==> src/tx_test_pkg.sv <==
// constants for the transmit test pattern control block
package tx_test_pkg;
  // test mode control register field layout
  localparam int TM_SEL_HI = 15;
  localparam int TM_SEL_LO = 13;
  localparam logic [15:0] TM_CTRL_RESET = 16'h0000;
  localparam logic [15:0] TM_CTRL_MASK = 16'hE000;

  // test mode select encodings
  typedef enum logic [2:0] {
    TM_NORMAL = 3'b000,
    TM_ONE    = 3'b001,
    TM_TWO    = 3'b010,
    TM_THREE  = 3'b011
  } tm_sel_t;

  // ternary line symbols, two's complement
  localparam logic [1:0] SYM_PLUS = 2'b01;
  localparam logic [1:0] SYM_ZERO = 2'b00;
  localparam logic [1:0] SYM_MINUS = 2'b11;

  // droop pattern: run of equal symbols before the polarity flips
  localparam logic [4:0] DROOP_RUN = 5'h0A;
  localparam logic [4:0] DROOP_LAST = 5'h13;

  // 10BASE-T1L symbol rate 7.5 MBd from 200 MHz, rounded down
  localparam int CLK_MHZ = 200;
  localparam int SYM_KBD = 7500;
  localparam int SYM_DIV = (CLK_MHZ * 1000) / SYM_KBD;

  // power-down entry settle time in ns and cycles (least time, round up)
  localparam int PD_SETTLE_NS = 100;
  localparam int PD_SETTLE_CYC = (PD_SETTLE_NS * CLK_MHZ + 999) / 1000;

  // frame pattern lfsr
  localparam logic [7:0] LFSR_SEED = 8'hA5;
  localparam logic [7:0] LFSR_TAPS = 8'hB8;

  // power-down sequencer states
  typedef enum logic [1:0] {
    PD_RUN    = 2'b00,
    PD_ENTER  = 2'b01,
    PD_DOWN   = 2'b10
  } pd_state_t;
endpackage

==> src/tx_test_pattern_ctrl.sv <==
// transmit test pattern, transmit disable, power-down and link self test control
`timescale 1ns/100ps
// Notes on behaviour
// - test mode one sends +1, -1 alternating forever
// - test mode two sends ten +1 then ten -1, repeating
// - test mode three transmits normally as leader with idle symbols only
// - transmit disable keeps paths running but sends zero symbols only
// - test modes change only transmitted symbol values, nothing else
// - mode select is bits 15:13; 001, 010, 011 select modes one to three
// - device raises power-down ready once down; host polls it
// - clearing power-down request makes device run the selected mode
// - remote loopback returns line-received frames back over the cable
// - local side transmits generator frames and checks looped frames
// - with remote loopback and rx suppress both set, line data is not forwarded to the mac
module tx_test_pattern_ctrl
  import tx_test_pkg::*;
#(
  parameter int SYM_DIVIDE = SYM_DIV,
  parameter int PD_CYCLES = PD_SETTLE_CYC
) (
  // clock and reset
  input wire logic ref_clk_i,
  input wire logic sys_rst_i,
  // test mode control register port
  input wire logic tm_ctrl_wr_i,
  input wire logic [15:0] tm_ctrl_wdata_i,
  output logic [15:0] tm_ctrl_rdata_o,
  // loose configuration and status bits
  input wire logic soft_powerdown_request_i,
  output logic soft_powerdown_ready_o,
  input wire logic autoneg_enable_bit_i,
  input wire logic forced_link_enable_i,
  input wire logic tx_disable_enable_i,
  input wire logic remote_loopback_enable_i,
  input wire logic remote_loopback_rx_suppress_i,
  input wire logic diag_clock_enable_i,
  input wire logic frame_gen_enable_i,
  input wire logic frame_check_enable_i,
  // normal transmit symbol stream from the pcs
  input wire logic [1:0] pcs_tx_sym_i,
  input wire logic [1:0] pcs_idle_sym_i,
  // mac interface nibbles
  input wire logic mac_tx_en_i,
  input wire logic [3:0] mac_txd_i,
  output logic mac_rx_dv_o,
  output logic [3:0] mac_rxd_o,
  // line side nibbles from and to the pcs
  input wire logic line_rx_dv_i,
  input wire logic [3:0] line_rxd_i,
  output logic line_tx_en_o,
  output logic [3:0] line_txd_o,
  // transmitter symbols
  output logic [1:0] tx_sym_o,
  output logic tx_sym_stb_o,
  output logic tx_active_o,
  // frame checker results
  output logic [15:0] fc_frame_cnt_o,
  output logic [15:0] fc_err_cnt_o
);

  ////////////////////////////////////////////////////////////////////////////
  // register and applied configuration

  logic [15:0] tm_ctrl_q;
  tm_sel_t mode_q;
  logic txdis_q;
  pd_state_t pd_q;
  logic [15:0] pd_cnt_q;
  logic forced_q;

  function automatic tm_sel_t decode_sel(input logic [15:0] r);
    case (r[TM_SEL_HI:TM_SEL_LO])
      TM_ONE: decode_sel = TM_ONE;
      TM_TWO: decode_sel = TM_TWO;
      TM_THREE: decode_sel = TM_THREE;
      default: decode_sel = TM_NORMAL;
    endcase
  endfunction

  always_ff @(posedge ref_clk_i) begin
    if (sys_rst_i) begin
      tm_ctrl_q <= TM_CTRL_RESET;
    end else if (tm_ctrl_wr_i) begin
      tm_ctrl_q <= tm_ctrl_wdata_i & TM_CTRL_MASK;
    end
  end

  always_ff @(posedge ref_clk_i) begin
    if (sys_rst_i) begin
      tm_ctrl_rdata_o <= TM_CTRL_RESET;
    end else begin
      tm_ctrl_rdata_o <= tm_ctrl_q;
    end
  end

  ////////////////////////////////////////////////////////////////////////////
  // software power-down sequencer

  // the pattern engine only picks up new settings on the way out of
  // power-down, so a half-written configuration never reaches the line
  always_ff @(posedge ref_clk_i) begin
    if (sys_rst_i) begin
      pd_q <= PD_RUN;
      pd_cnt_q <= 16'h0000;
      mode_q <= TM_NORMAL;
      txdis_q <= 1'b0;
      forced_q <= 1'b0;
    end else begin
      case (pd_q)
        PD_RUN: begin
          if (soft_powerdown_request_i) begin
            pd_q <= PD_ENTER;
            pd_cnt_q <= 16'h0000;
          end
        end
        PD_ENTER: begin
          if (!soft_powerdown_request_i) begin
            pd_q <= PD_RUN;
          end else if (pd_cnt_q >= 16'(PD_CYCLES - 1)) begin
            pd_q <= PD_DOWN;
          end else begin
            pd_cnt_q <= pd_cnt_q + 16'h0001;
          end
        end
        PD_DOWN: begin
          if (!soft_powerdown_request_i) begin
            pd_q <= PD_RUN;
            mode_q <= decode_sel(tm_ctrl_q);
            txdis_q <= tx_disable_enable_i;
            forced_q <= forced_link_enable_i && !autoneg_enable_bit_i;
          end
        end
        default: pd_q <= PD_RUN;
      endcase
    end
  end

  always_ff @(posedge ref_clk_i) begin
    if (sys_rst_i) begin
      soft_powerdown_ready_o <= 1'b0;
    end else begin
      soft_powerdown_ready_o <= (pd_q == PD_DOWN) && soft_powerdown_request_i;
    end
  end

  ////////////////////////////////////////////////////////////////////////////
  // symbol rate enable and pattern counters

  logic [7:0] div_q;
  logic sym_en;
  logic [4:0] droop_q;
  logic alt_q;

  assign sym_en = (div_q == 8'h00);

  always_ff @(posedge ref_clk_i) begin
    if (sys_rst_i || div_q == 8'(SYM_DIVIDE - 1)) begin
      div_q <= 8'h00;
    end else begin
      div_q <= div_q + 8'h01;
    end
  end

  always_ff @(posedge ref_clk_i) begin
    if (sys_rst_i || pd_q != PD_RUN) begin
      droop_q <= 5'h00;
      alt_q <= 1'b0;
    end else if (sym_en) begin
      alt_q <= ~alt_q;
      droop_q <= (droop_q == DROOP_LAST) ? 5'h00 : droop_q + 5'h01;
    end
  end

  ////////////////////////////////////////////////////////////////////////////
  // transmit symbol selection; only the symbol value differs per mode

  logic [1:0] sym_d;

  always_comb begin
    sym_d = pcs_tx_sym_i;
    case (mode_q)
      TM_ONE: sym_d = alt_q ? SYM_MINUS : SYM_PLUS;
      TM_TWO: sym_d = (droop_q < DROOP_RUN) ? SYM_PLUS : SYM_MINUS;
      TM_THREE: sym_d = pcs_idle_sym_i;
      default: sym_d = pcs_tx_sym_i;
    endcase
    if (txdis_q) begin
      sym_d = SYM_ZERO;
    end
  end

  always_ff @(posedge ref_clk_i) begin
    if (sys_rst_i) begin
      tx_sym_o <= SYM_ZERO;
      tx_sym_stb_o <= 1'b0;
      tx_active_o <= 1'b0;
    end else begin
      tx_sym_stb_o <= sym_en && pd_q == PD_RUN;
      tx_active_o <= pd_q == PD_RUN;
      if (pd_q != PD_RUN) begin
        tx_sym_o <= SYM_ZERO;
      end else if (sym_en) begin
        tx_sym_o <= sym_d;
      end
    end
  end

  ////////////////////////////////////////////////////////////////////////////
  // frame generator, remote loopback and mac receive path

  logic gen_on;
  logic [7:0] gen_lfsr_q;
  logic [7:0] chk_lfsr_q;
  logic rx_dv_q;

  // without the diagnostic clock the generator has no clock, so it stays off
  assign gen_on = frame_gen_enable_i && diag_clock_enable_i;

  function automatic logic [7:0] lfsr_step(input logic [7:0] s);
    lfsr_step = s[0] ? ((s >> 1) ^ LFSR_TAPS) : (s >> 1);
  endfunction

  always_ff @(posedge ref_clk_i) begin
    if (sys_rst_i || !gen_on) begin
      gen_lfsr_q <= LFSR_SEED;
    end else begin
      gen_lfsr_q <= lfsr_step(gen_lfsr_q);
    end
  end

  always_ff @(posedge ref_clk_i) begin
    if (sys_rst_i) begin
      line_tx_en_o <= 1'b0;
      line_txd_o <= 4'h0;
    end else if (remote_loopback_enable_i) begin
      line_tx_en_o <= line_rx_dv_i;
      line_txd_o <= line_rxd_i;
    end else if (gen_on) begin
      line_tx_en_o <= 1'b1;
      line_txd_o <= gen_lfsr_q[3:0];
    end else begin
      line_tx_en_o <= mac_tx_en_i;
      line_txd_o <= mac_txd_i;
    end
  end

  always_ff @(posedge ref_clk_i) begin
    if (sys_rst_i || (remote_loopback_enable_i && remote_loopback_rx_suppress_i)) begin
      mac_rx_dv_o <= 1'b0;
      mac_rxd_o <= 4'h0;
    end else begin
      mac_rx_dv_o <= line_rx_dv_i;
      mac_rxd_o <= line_rxd_i;
    end
  end

  ////////////////////////////////////////////////////////////////////////////
  // frame checker on looped-back line data

  always_ff @(posedge ref_clk_i) begin
    if (sys_rst_i) begin
      rx_dv_q <= 1'b0;
      chk_lfsr_q <= LFSR_SEED;
      fc_frame_cnt_o <= 16'h0000;
      fc_err_cnt_o <= 16'h0000;
    end else begin
      rx_dv_q <= line_rx_dv_i;
      if (!frame_check_enable_i || !line_rx_dv_i) begin
        chk_lfsr_q <= LFSR_SEED;
      end else begin
        chk_lfsr_q <= lfsr_step(chk_lfsr_q);
        if (line_rxd_i != chk_lfsr_q[3:0]) begin
          fc_err_cnt_o <= fc_err_cnt_o + 16'h0001;
        end
      end
      if (frame_check_enable_i && rx_dv_q && !line_rx_dv_i) begin
        fc_frame_cnt_o <= fc_frame_cnt_o + 16'h0001;
      end
    end
  end

endmodule

==> config.mk <==
export PLATFORM = sky130hd
export DESIGN_NAME = tx_test_pattern_ctrl
export DESIGN_NICKNAME = d
export VERILOG_FILES = /design/src/tx_test_pkg.sv /design/src/tx_test_pattern_ctrl.sv
export SDC_FILE = /design/constraint.sdc
export NUM_CORES = 1
export LEC_CHECK = 0
export ABC_AREA = 1
export BUFFER_PORTS_ARGS = -buffer_cell sky130_fd_sc_hd__buf_2
export CAP_MARGIN = 25
export CORE_MARGIN = 4
export CORE_UTILIZATION = 51
export CTS_BUF_LIST = sky130_fd_sc_hd__clkbuf_8
export DETAILED_ROUTE_END_ITERATION = 10
export PLACE_DENSITY_LB_ADDON = 0.12
export SLEW_MARGIN = 20
export SYNTH_ARGS = -nofsm -noshare
export SYNTH_HDL_FRONTEND = slang
export SYNTH_SLANG_ARGS = --single-unit
==> constraint.sdc <==
create_clock -name ref_clk_i -period 1.66 [get_ports ref_clk_i]
set_clock_uncertainty 0.2 [all_clocks]
set_input_delay 0.166 -clock ref_clk_i [delete_from_list [all_inputs] [get_ports ref_clk_i]]
set_output_delay 0.166 -clock ref_clk_i [all_outputs]
set_load 0.005 [all_outputs]
* Yosys cells after proc, flatten, opt, wreduce, memory -nomap -nowiden
Index checks and enable logic that the tools add are counted.
** Cells by class
- Reductions and logical operators :: 24
- $add $sub $neg :: 5
- Bitwise logic cells :: 5
- $lt $le $gt $ge :: 2
- Eq/ne operators :: 16
- Mux-type cells :: 21
** Operators by type and width (number)
- $add 16x1->16 const B :: 3
- $mux 16 :: 3
- $pmux 16 s2 :: 1
- $pmux 2 s3 :: 3
- $ge 16x5->1 const B :: 1
- $mux 8 :: 2
- $mux 2 :: 7
- $eq 3x2->1 const B :: 4
- $add 8x1->8 const B :: 1
- $eq 8x5->1 const B :: 1
- $logic_not 8->1 :: 1
- $mux 4 :: 2
- $ne 2x2->1 const B :: 4
- $not 3->4 :: 2
- $eq 3x1->1 const B :: 2
- $logic_and 1x1->1 :: 6
- $add 5x1->5 const B :: 1
- $eq 5x5->1 const B :: 1
- $logic_or 1x1->1 :: 5
- $lt 5x4->1 const B :: 1
- $mux 5 :: 1
- $ne 4x4->1 :: 1
- $reduce_and 2->1 :: 2
- $reduce_and 4->1 :: 1
- 10 further kinds :: 17
** Word-level totals
- Output and inout port bits :: 63
- Logic and storage cells :: 95
- Input port bits :: 42
- Register bits :: 106

* Depth between registers and ports, before layout
Gate-level depths: netlist (run 1).
- Depth after elaboration :: 4
- Gate-level depth with buffers :: 10
- Mapped depth without buffers :: 10

* Least setup slack after synthesis (run 1)
Ideal clock, no wire load.
- Path kind :: register -> register
- From :: register pd_cnt_q[0]
- To :: register pd_cnt_q[12]
- Required time :: 1330 ps
- Path buffers :: 1
- Period minus slack after synthesis :: 1629 ps
- Setup time :: 130 ps
- Data arrival time :: 1299 ps
- Stages on the path, launching flop included :: 11
- Setup slack :: 31 ps
- Cells stage by stage :: dfxtp_1 ha_1 nor2_1 nand2_1 nand2_1 nand3_1 nand2_1 nand2_2 buf_6 nand2_1 nor2_1
** On the way
- Cells in the longest elaborated chain, start to end :: 4
- Elaborated cells between the ends (all ways) :: 7
- Those cells by class :: add/sub (1); order compare (1); eq/ne (1); mux (3); reduce/logical (1)
** Ends and longest elaborated chain
- start: declaration :: RTL line tx_test_pattern_ctrl.sv:68 : logic [15:0] pd_cnt_q;
- start signal: assignment :: RTL line tx_test_pattern_ctrl.sv:122 : pd_cnt_q <= pd_cnt_q + 16'h0001;
- $add 16x1->16 :: RTL line tx_test_pattern_ctrl.sv:122
- $mux 16 :: RTL line tx_test_pattern_ctrl.sv:119 : end else if (pd_cnt_q >= 16'(PD_CYCLES - 1)) begin
- $mux 16 :: RTL line tx_test_pattern_ctrl.sv:117 : if (!soft_powerdown_request_i) begin
- $pmux 16 s2 :: RTL line tx_test_pattern_ctrl.sv:109 : case (pd_q)
Several ways; a longest one is shown, not always the timed one. The select of a mux whose other input is x is not followed.
A chain may end at the register's enable or synchronous reset.

* Worst setup path in the final report (run 1)
- From :: input port remote_loopback_enable_i
- To :: register line_tx_en_o
** On the way
- Cells in the longest elaborated chain, start to end :: 1
** Ends and longest elaborated chain
- start: declaration :: RTL line tx_test_pattern_ctrl.sv:34 : input wire logic remote_loopback_enable_i,
- $mux 1 :: RTL line tx_test_pattern_ctrl.sv:235 : end else if (remote_loopback_enable_i) begin
- end signal: assignment :: RTL line tx_test_pattern_ctrl.sv:236 : line_tx_en_o <= line_rx_dv_i;
- end signal: assignment :: RTL line tx_test_pattern_ctrl.sv:242 : line_tx_en_o <= mac_tx_en_i;
- end: declaration :: RTL line tx_test_pattern_ctrl.sv:50 : output logic line_tx_en_o,
No other way between the ends.

==> results.py, run 1 <==
metrics = {
    "outcome": {
        "status": "complete, but fails checks",
        "violations": "setup timing",
    },
    "route": {
        "post_drt_wl_per_cell_microns": 12.1,
        "ant_nets": 0,
        "via_per_inst": 4.88,
        "drc_errors": 0,
        "dr.pass1.iters": 4,
        "drtIter0Drc": 210,
        "vias": 4365,
        "drt_wl_total_microns": 10800,
    },
    "layout": {
        "final_nets": 826,
        "area_growth_pct": 25.6,
        "drive_gt1_share_pct": 24.0,
        "final_cell_area_sq_um": 6020,
    },
    "setup_path": {
        "critPathCapture": "line_tx_en_o",
        "slowest_delay_ns": 0.58,
        "crit_required_ns": 1.72,
        "cp.arrival_ns": 1.76,
        "r2r_setup_slack_ns": 0.04,
        "crit_path_frequent_cell": "dlygate4sd3_1",
        "critical_path_class": "primary input to flop",
        "cp-end-kind": "flop",
        "r2r_start": "gen_lfsr_q[0]",
        "crit_fanout": 8,
        "reg2reg_to": "line_txd_o[0]",
        "path_cells": "dlygate4sd3_1 > buf_2 > o31ai_1 > dlygate4sd3_1 > inv_1",
        "start_kind": "primary input",
        "setup.worst_path.start": "remote_loopback_enable_i",
        "ff2ff_path_depth": 5,
        "cpMaxStageDelayCell": "dlygate4sd3_1",
    },
    "floorplan": {
        "start_util_pct": 52.1,
        "die_area_sq_um": 11000,
        "design.core.area_sq_um": 9200,
        "ios": 105,
        "die_w_microns": 105,
        "die_h_microns": 105,
        "rows": 35,
    },
    "yosys": {
        "synth_top_family_by_area": "simple AND/OR/NAND/NOR gates",
        "synth-edff-count": 0,
        "synth_top_area_share_pct": 43.9,
        "synth_flop_cell": "dfxtp_1",
        "yosysWarnings": 0,
        "async_flop_share_pct": 0,
        "synthAdderAreaFrac_pct": 1.83,
        "synth_seq_cells": 105,
        "synth_cells": 653,
        "yosys-mux-area-fraction_pct": 0,
        "seq_area_frac_synth_pct": 43.9,
        "synth-simple-area-share_pct": 30.5,
        "synth.avg_cell_area_sq_um": 7.34,
        "yosys.area_share.xor_xnor_pct": 5.27,
        "ys_top_cells_by_area": "dfxtp_1 44%, nand2_1 12%, nor2_1 8.9%",
        "netlist.top_cell.by_area": "dfxtp_1",
        "syn_area_sq_um": 4790,
        "synth-compound-area-share_pct": 9.40,
        "synth_cell_types": 41,
    },
    "placed_design": {
        "hpwl_microns": 7290,
        "place.port_buffers": 76,
        "place.gp.congestion": 0.828,
        "placed_area_sq_um": 5330,
    },
    "cts": {
        "insertion_delay_ns": 0.36,
        "ctsHtreeMaxLevel": 3,
        "cts.sinks": 105,
        "numCtsBuffers": 9,
        "cts_root_buffer": "clkbuf_8",
        "cts_tree": "done",
        "clockBufferDepth": 2,
        "cts.clk_slew.worst_paths_ns": 0.10,
    },
    "global_routing": {
        "grt_antenna_before_repair": 1,
        "grt_max_degree": 23,
        "overflow": 0,
        "grt_pass1_vias": 4076,
        "grt_pass1_wl_microns": 17700,
        "grt_usage_pct": 19.1,
    },
    "timing": {
        "finalSetupViolations": 1,
        "fmax_mhz": 592,
        "period_share_pct": 102,
        "final-max-slew-violation-count": 0,
        "setup_slack_ns": -0.0303,
        "rsz0062_at_grt": "yes",
        "hold_violations": 0,
        "min_period_ns": 1.69,
    },
    "pwr": {
        "ir_drop_v": 0.000585,
        "leakage_nw": 2.58,
        "finalPower_w": 0.00474,
        "powerDensity_nw_per_um2": 787,
    },
    "worst_hold_path": {
        "holdCritPathClass": "primary input to flop",
    },
    "run": {
        "cap_violations": 0,
    },
}
-- metrics by stage --
step	instances	hold WS (ns)	setup TNS [ns]	util (%)	worst slack, ns
floorplan	665	0.0782	0	-	0.0308
global placement	845	0.180	0	57.9	0.0346
detailed placement	845	0.184	0	57.9	0.00649
CTS	889	0.0116	0	63.2	0.00278
global route	894	0.0493	-0.165	65.4	-0.0328
finish	894	0.0338	-0.0303	65.4	-0.0303
-- state kept, by name, indices dropped and copies added, names as in the netlist --
name	cells
alt_q	1
gen_lfsr_q	8
droop_q	5
mac_rx_dv_o	1
line_txd_o	4
div_q	8
mode_q	2
line_tx_en_o	1
soft_powerdown_ready_o	1
txdis_q	1
mac_rxd_o	4
fc_frame_cnt_o	16
rx_dv_q	1
tx_active_o	1
fc_err_cnt_o	16
chk_lfsr_q	8
tx_sym_o	2
tm_ctrl_rdata_o	3
tm_ctrl_q	3
pd_q	2
tx_sym_stb_o	1
pd_cnt_q	16
-- kinds of logic (layout without fill, tap and decap cells) --
family	after synthesis	count (layout)
compound gates	77	77
xor+xnor	28	28
fa+ha+maj	7	7
buf+inv	91	207
flops	105	105
other cells	1	14
simple gates	344	345
-- worst max-delay path, delay by kind of cell --
family          cells  cell delay [ns]
buf+inv             4             1.32
compound gates      1             0.27
-- what timing repair did --
| action | in CTS | in global routing |
|---|---|---|
| hold endpoints to repair | 22 | 0 |
| resized for setup | 0 | 53 |
| endpoints found under the setup margin | 0 | 48 |
| hold buffers | 28 | 0 |
| setup buffers | 0 | 3 |
-- Yosys cell counts, drive strengths merged (3+ instances only) --
master  number
nand2      160
nor2       116
dfxtp      105
inv         63
a21oi       45
nand3       39
o21ai       25
buf         22
xnor2       16
xor2        12
nor3        11
ha           7
clkbuf       6
nand4        5
nor3b        4
or2          3
-- power breakdown --
group | internal [W] | leakage [nW] | switching, W
Clock | 0.000708 | 0.0962 | 0.000884
Combinational | 0.000233 | 1.63 | 0.000283
Sequential | 0.00259 | 0.857 | 0.0000404
Total | 0.00353 | 2.58 | 0.00121
-- worst min-delay path by stage --
stage                         start           endpoint  slack (ns)  depth (start not counted)
2_1_floorplan         line_rxd_i[2]       mac_rxd_o[2]        0.08                          2
3_3_place_gp            mac_tx_en_i       line_tx_en_o        0.18                          3
3_5_place_dp            mac_tx_en_i       line_tx_en_o        0.18                          3
4_1_cts                   sys_rst_i    fc_err_cnt_o[2]        0.01                          3
5_1_grt        frame_check_enable_i  fc_frame_cnt_o[4]        0.05                          5
6_report       frame_check_enable_i  fc_frame_cnt_o[4]        0.03                          5
-- metal layers --
metal / routed length, microns / part of all wire, % / GRT usage (%)
met1: 5050 / 47 / 23.6
met2: 5120 / 47 / 32.9
met3: 421 / 3.9 / 3.83
met4: 205 / 1.9 / 6.84
met5: 0 / 0 / 0
-- placed cells by master, fill, tap and decap left out, drive strengths merged --
master        count
diode             1
clkinvlp          3
nand3b            2
o21ai            25
xor2             12
clkbuf            9
conb             13
inv              64
a31oi             1
nor3b             4
xnor2            16
o21a              2
or2               3
nand3            39
buf             100
dlymetal6s4s      1
nor4              1
a22oi             1
ha                7
a21oi            45
nor3             11
o31ai             1
nor2            116
or3               1
o21bai            1
clkinv            2
o211ai            1
bufinv            1
dlygate4sd3      27
and2              2
nand4             5
dfxtp           105
nand2           161
-- layout make-up --
| class | instances | area [sq um] |
|---|---|---|
| clock buffer | 9 | 124 |
| timing repair buffer | 128 | 863 |
| fill | 811 | 3180 |
| sequential | 105 | 2110 |
| multi-input combinational | 470 | 2460 |
| clock inverter | 7 | 76.3 |
| antenna | 1 | 2.50 |
| inverter | 63 | 240 |
| tap | 111 | 139 |
Power figures use the tool's default switching activity.
==> run 2: changes to the inputs <==
--- a/config.mk
+++ b/config.mk
@@ -8,8 +8,10 @@
 export ABC_AREA = 1
 export BUFFER_PORTS_ARGS = -buffer_cell sky130_fd_sc_hd__buf_2
 export CAP_MARGIN = 25
+export CELL_PAD_IN_SITES_DETAIL_PLACEMENT = 0
+export CELL_PAD_IN_SITES_GLOBAL_PLACEMENT = 1
 export CORE_MARGIN = 4
-export CORE_UTILIZATION = 51
+export CORE_UTILIZATION = 36
 export CTS_BUF_LIST = sky130_fd_sc_hd__clkbuf_8
 export DETAILED_ROUTE_END_ITERATION = 10
 export PLACE_DENSITY_LB_ADDON = 0.12
==> run 2 against run 1 <==
Clock-buffer cell count unchanged; worst hold slack better by 0.020 ns; wire length up 7.5%; worst setup slack better by 0.096 ns; utilization down 18 points; register-to-register slack better by 0.03 ns; critical endpoint is now tx_sym_o[0]; flip-flop and latch count unchanged; final area up 1.9%; the flow now finishes without violations; total power up 2.3%; sequential power about the same.
==> results.py, run 2 (synthesis results as in run 1) <==
metrics = {
    "global_routing": {
        "grt_pass1_vias": 4157,
        "grt_antenna_before_repair": 0,
        "grt_usage_pct": 15.4,
        "grt_max_degree": 28,
        "grt_pass1_wl_microns": 18700,
        "overflow": 0,
    },
    "cts": {
        "cts.clk_slew.worst_paths_ns": 0.11,
        "clockBufferDepth": 2,
        "cts_root_buffer": "clkbuf_8",
        "ctsHtreeMaxLevel": 3,
        "cts.sinks": 105,
        "numCtsBuffers": 9,
        "insertion_delay_ns": 0.38,
        "cts_tree": "done",
    },
    "floorplan": {
        "design.core.area_sq_um": 12800,
        "start_util_pct": 37.4,
        "die_area_sq_um": 15200,
        "die_w_microns": 123,
        "die_h_microns": 123,
        "rows": 41,
        "ios": 105,
    },
    "setup_path": {
        "slowest_delay_ns": 0.34,
        "cp_num_buf_inv": 2,
        "crit_required_ns": 1.77,
        "path_delay_family": "simple AND/OR/NAND/NOR gates",
        "cpMaxStageDelayCell": "dfxtp_2",
        "start_kind": "flop",
        "crit_fanout": 6,
        "cp_num_cells": 9,
        "r2r_setup_slack_ns": 0.07,
        "crit_path_frequent_cell": "nor2_4",
        "cp-end-kind": "flop",
        "ff2ff_path_depth": 9,
        "cp.arrival_ns": 1.71,
        "path_cells": "inv_2 > ha_4 > nand2_4 > nor2_4 > nand4_1 > buf_6 > nor2_4 > nand3_2 > a21oi_1",
        "critical_path_class": "flop to flop",
    },
    "layout": {
        "final_common_cell": "nand2_1",
        "top_regs": "fc_err_cnt_o (16), fc_frame_cnt_o (16), pd_cnt_q (16)",
        "antenna_cells": 0,
        "final_nets": 836,
        "drive_gt1_share_pct": 22.7,
        "final_cell_area_sq_um": 6130,
        "final_util_pct": 47.8,
        "area_growth_pct": 27.9,
        "most-common-layout-cells": "144 x nand2_1, 106 x nor2_1, 99 x dfxtp_1",
    },
    "worst_hold_path": {
        "holdPathStages": 3,
        "holdCritPathClass": "primary input to flop",
    },
    "outcome": {
        "status": "completed",
    },
    "route": {
        "via_per_inst": 4.54,
        "drt_wl_total_microns": 11600,
        "dr.pass1.iters": 4,
        "vias": 4372,
        "drtIter0Drc": 238,
        "ant_nets": 0,
        "drc_errors": 0,
        "post_drt_wl_per_cell_microns": 12.0,
    },
    "timing": {
        "rsz0062_at_grt": "yes",
        "finalSetupViolations": 0,
        "min_period_ns": 1.59,
        "hold_ws_ns": 0.0535,
        "final-max-slew-violation-count": 0,
        "fmax_mhz": 627,
        "period_share_pct": 96.0,
        "hold_violations": 0,
    },
    "pwr": {
        "leakage_nw": 2.62,
        "powerDensity_nw_per_um2": 790,
        "ir_drop_v": 0.000605,
        "finalPower_w": 0.00484,
    },
    "placed_design": {
        "placed_area_sq_um": 5450,
        "place.gp.congestion": 0.779,
        "hpwl_microns": 8270,
        "place.port_buffers": 76,
    },
    "run": {
        "cap_violations": 0,
    },
}
[run 2: power by group]
| part | internal, W | total [W] | switching [W] |
|---|---|---|---|
| Clock | 0.000733 | 0.00169 | 0.000959 |
| Combinational | 0.000244 | 0.000526 | 0.000282 |
| Sequential | 0.00259 | 0.00263 | 0.0000375 |
| Total | 0.00357 | 0.00484 | 0.00128 |
[run 2: repair_timing]
item,CTS,global route
endpoints found under the setup margin,1,41
hold buffers,32,0
hold endpoints to repair,25,0
cloned,0,2
setup buffers,0,2
pin swaps,1,7
resized for setup,4,33
[run 2: final cells by class]
type | instances | area (sq um)
Inverter | 63 | 236
Multi-Input combinational cell | 470 | 2420
Fill cell | 1307 | 6690
Tap cell | 172 | 215
Clock inverter | 7 | 85.1
Clock buffer | 9 | 124
Timing Repair Buffer | 138 | 943
Sequential cell | 105 | 2110
[run 2: path summary, 6_finish.rpt]
kind            startpoint              end
max               div_q[1]      tx_sym_o[0]
min reg2reg  chk_lfsr_q[7]    chk_lfsr_q[6]
max reg2reg       div_q[1]      tx_sym_o[0]
min              sys_rst_i  fc_err_cnt_o[2]
[run 2: worst reg2reg max path, stage by stage, from the launching register on]
cell     delay [ns]
dfxtp_2        0.34
inv_2          0.08
ha_4           0.15
nand2_4        0.06
nor2_4         0.09
nand4_1        0.14
buf_6          0.18
nor2_4         0.11
nand3_2        0.06
a21oi_1        0.13
[run 2: through the flow]
| step | setup TNS (ns) | worst slack [ns] | instances |
|---|---|---|---|
| 6_report | 0 | 0.0659 | 964 |
| 4_1_cts | 0 | 0.00831 | 960 |
| 3_5_place_dp | 0 | 0.000119 | 912 |
| 3_3_place_gp | 0 | 0.0437 | 912 |
| 2_1_floorplan | 0 | 0.0308 | 665 |
| 5_1_grt | -0.404 | -0.0727 | 964 |
[run 2: layer usage]
layer	vias to the layer above	wire (microns)	track usage [%]
met3	10	509	4.21
met5	-	0	0
met1	2006	5340	18.3
li1	2292	-	-
met4	0	139	4.98
met2	64	5620	26.7
==> run 3: changes to the inputs <==
--- a/config.mk
+++ b/config.mk
@@ -10,9 +10,9 @@
 export CAP_MARGIN = 25
 export CELL_PAD_IN_SITES_DETAIL_PLACEMENT = 0
 export CELL_PAD_IN_SITES_GLOBAL_PLACEMENT = 1
-export CORE_MARGIN = 4
-export CORE_UTILIZATION = 36
-export CTS_BUF_LIST = sky130_fd_sc_hd__clkbuf_8
+export CORE_MARGIN = 2
+export CORE_UTILIZATION = 43
+export CTS_BUF_LIST = sky130_fd_sc_hd__clkbuf_4
 export DETAILED_ROUTE_END_ITERATION = 10
 export PLACE_DENSITY_LB_ADDON = 0.12
 export SLEW_MARGIN = 20
==> constraint.sdc (replaced) <==
create_clock -name ref_clk_i -period 2 [get_ports ref_clk_i]
set_clock_uncertainty 0.2 [all_clocks]
set_input_delay 0.2 -clock ref_clk_i [delete_from_list [all_inputs] [get_ports ref_clk_i]]
set_output_delay 0.2 -clock ref_clk_i [all_outputs]
set_load 0.005 [all_outputs]
==> run 3 against run 2 <==
Final area is 4.7% lower; total power is 22% lower; via count is 1.9% lower; worst hold slack worse by 0.0057 ns; worst setup slack better by 0.072 ns; non-clock buffer count is 12 lower; clock power is 27% lower.
==> results.py, run 3 (synthesis results as in run 1) <==
metrics = {
    "outcome": {
        "status": "completed",
    },
    "timing": {
        "period_share_pct": 93.1,
        "hold_violations": 0,
        "worstMarginPinSlew_ns": 0.579,
        "fmax_mhz": 537,
        "finalSetupViolations": 0,
        "final-max-slew-violation-count": 0,
        "max_slew_margin_pct": 61.1,
        "min_period_ns": 1.86,
        "fin_setup_tns_ns": 0,
        "rsz0062_at_grt": "no",
    },
    "worst_hold_path": {
        "holdPathStages": 6,
        "holdCritPathClass": "primary input to flop",
        "min_to": "tx_sym_o[1]",
        "hold_start": "pcs_idle_sym_i[1]",
    },
    "setup_path": {
        "r2r_setup_slack_ns": 0.16,
        "critical_path_class": "primary input to flop",
        "cp_num_buf_inv": 5,
        "path_cells": "dlygate4sd3_1 > buf_2 > clkinvlp_4 > buf_4 > nand2_2 > nor2_1 > dlygate4sd3_1",
        "crit_fanout": 9,
        "cp-end-kind": "flop",
        "r2r_start": "pd_q[0]",
        "cp.arrival_ns": 2.04,
        "reg2reg_to": "txdis_q",
        "crit_required_ns": 2.18,
        "crit_path_frequent_cell": "dlygate4sd3_1",
        "start_kind": "primary input",
        "slowest_delay_ns": 0.55,
        "path_delay_family": "buffers and inverters",
        "cpMaxStageDelayCell": "dlygate4sd3_1",
        "ff2ff_path_depth": 5,
    },
    "cts": {
        "post_cts_buffers": 0,
        "numCtsBuffers": 9,
        "clockBufferDepth": 2,
        "insertion_delay_ns": 0.46,
        "ctsHtreeMaxLevel": 3,
        "cts_root_buffer": "clkbuf_4",
        "cts.clk_slew.worst_paths_ns": 0.17,
        "cts_tree": "done",
        "cts.sinks": 105,
    },
    "pwr": {
        "powerDensity_nw_per_um2": 650,
        "leakage_nw": 2.49,
        "ir_drop_v": 0.000337,
        "finalPower_w": 0.00380,
    },
    "layout": {
        "final_util_pct": 53.9,
        "area_growth_pct": 21.9,
        "antenna_cells": 0,
        "top_regs": "fc_err_cnt_o (16), fc_frame_cnt_o (16), pd_cnt_q (16)",
        "final_nets": 823,
        "final_common_cell": "nand2_1",
        "drive_gt1_share_pct": 17.6,
        "most-common-layout-cells": "146 x nand2_1, 113 x nor2_1, 105 x dfxtp_1",
        "final_cell_area_sq_um": 5840,
        "final_cells": 919,
    },
    "global_routing": {
        "overflow": 0,
        "grt_usage_pct": 18.1,
        "grt_max_degree": 23,
        "grt_pass1_wl_microns": 17200,
        "grt_antenna_before_repair": 0,
        "grt_pass1_vias": 3817,
    },
    "floorplan": {
        "die_w_microns": 110,
        "design.core.area_sq_um": 10800,
        "start_util_pct": 44.2,
        "die_h_microns": 110,
        "rows": 38,
        "die_area_sq_um": 12000,
        "ios": 105,
    },
    "placed_design": {
        "hpwl_microns": 7530,
        "placed_area_sq_um": 5280,
        "place.gp.congestion": 0.834,
        "place.port_buffers": 76,
        "dp_cells": 864,
    },
    "route": {
        "post_drt_wl_per_cell_microns": 11.5,
        "via_per_inst": 4.67,
        "vias": 4291,
        "drtIter0Drc": 226,
        "ant_nets": 0,
        "drt_wl_total_microns": 10500,
        "drc_errors": 0,
        "dr.pass1.iters": 4,
    },
    "run": {
        "cap_violations": 0,
    },
}
==> run 3: cell type report <==
cell class | count | area, sq um
clock inverter | 6 | 91.3
tap | 140 | 175
timing repair buffer | 126 | 853
fill | 1068 | 5000
inverter | 63 | 240
multi-input combinational | 469 | 2300
sequential | 105 | 2100
clock buffer | 10 | 75.1
==> run 3: where the power goes <==
group	switching (W)	internal [W]	total [W]
clock	0.000707	0.000529	0.00124
sequential	0.0000338	0.00215	0.00218
combinational	0.000206	0.000171	0.000378
total	0.000947	0.00285	0.00380
==> run 3: worst max path at each step <==
stage	cells past startpoint	endpoint	start	slack, ns
6_report	7	mac_rxd_o[1]	sys_rst_i	0.14
5_1_grt	7	line_txd_o[3]	sys_rst_i	0.05
4_1_cts	7	mac_rxd_o[1]	remote_loopback_rx_suppress_i	0.02
2_1_floorplan	10	pd_cnt_q[12]	pd_cnt_q[0]	0.37
3_3_place_gp	9	pd_cnt_q[1]	pd_cnt_q[0]	0.33
3_5_place_dp	9	pd_cnt_q[1]	pd_cnt_q[0]	0.32
==> run 3: worst min-delay path: cells and delay by family <==
family          cells  cell delay [ns]
compound gates      4             0.35
buf+inv             1             0.08
simple gates        1             0.05
==> run 3: what timing repair did <==
action                                  4_1_cts  5_1_grt
endpoints found under the hold margin        53        1
endpoints found under the setup margin        0        6
resized for setup                             0        2
hold buffers                                 40        1
==> run 3: per-stage QoR <==
stage / hold WS (ns) / setup slack [ns]
after global routing: 0.0355 / 0.0454
after floorplan: 0.112 / 0.371
after global placement: 0.201 / 0.334
final: 0.0479 / 0.137
after CTS: 0.0154 / 0.0227
after detailed placement: 0.209 / 0.321
==> run 3: per-layer routing <==
metal | part of all wire (%) | vias to the layer above | GRT usage, % | wire length [microns]
li1 | - | 2274 | - | -
met1 | 48 | 1943 | 23.5 | 5040
met2 | 47 | 64 | 29.5 | 5000
met3 | 3.5 | 10 | 4.09 | 374
met4 | 1.2 | 0 | 6.69 | 126
met5 | 0 | - | 0 | 0
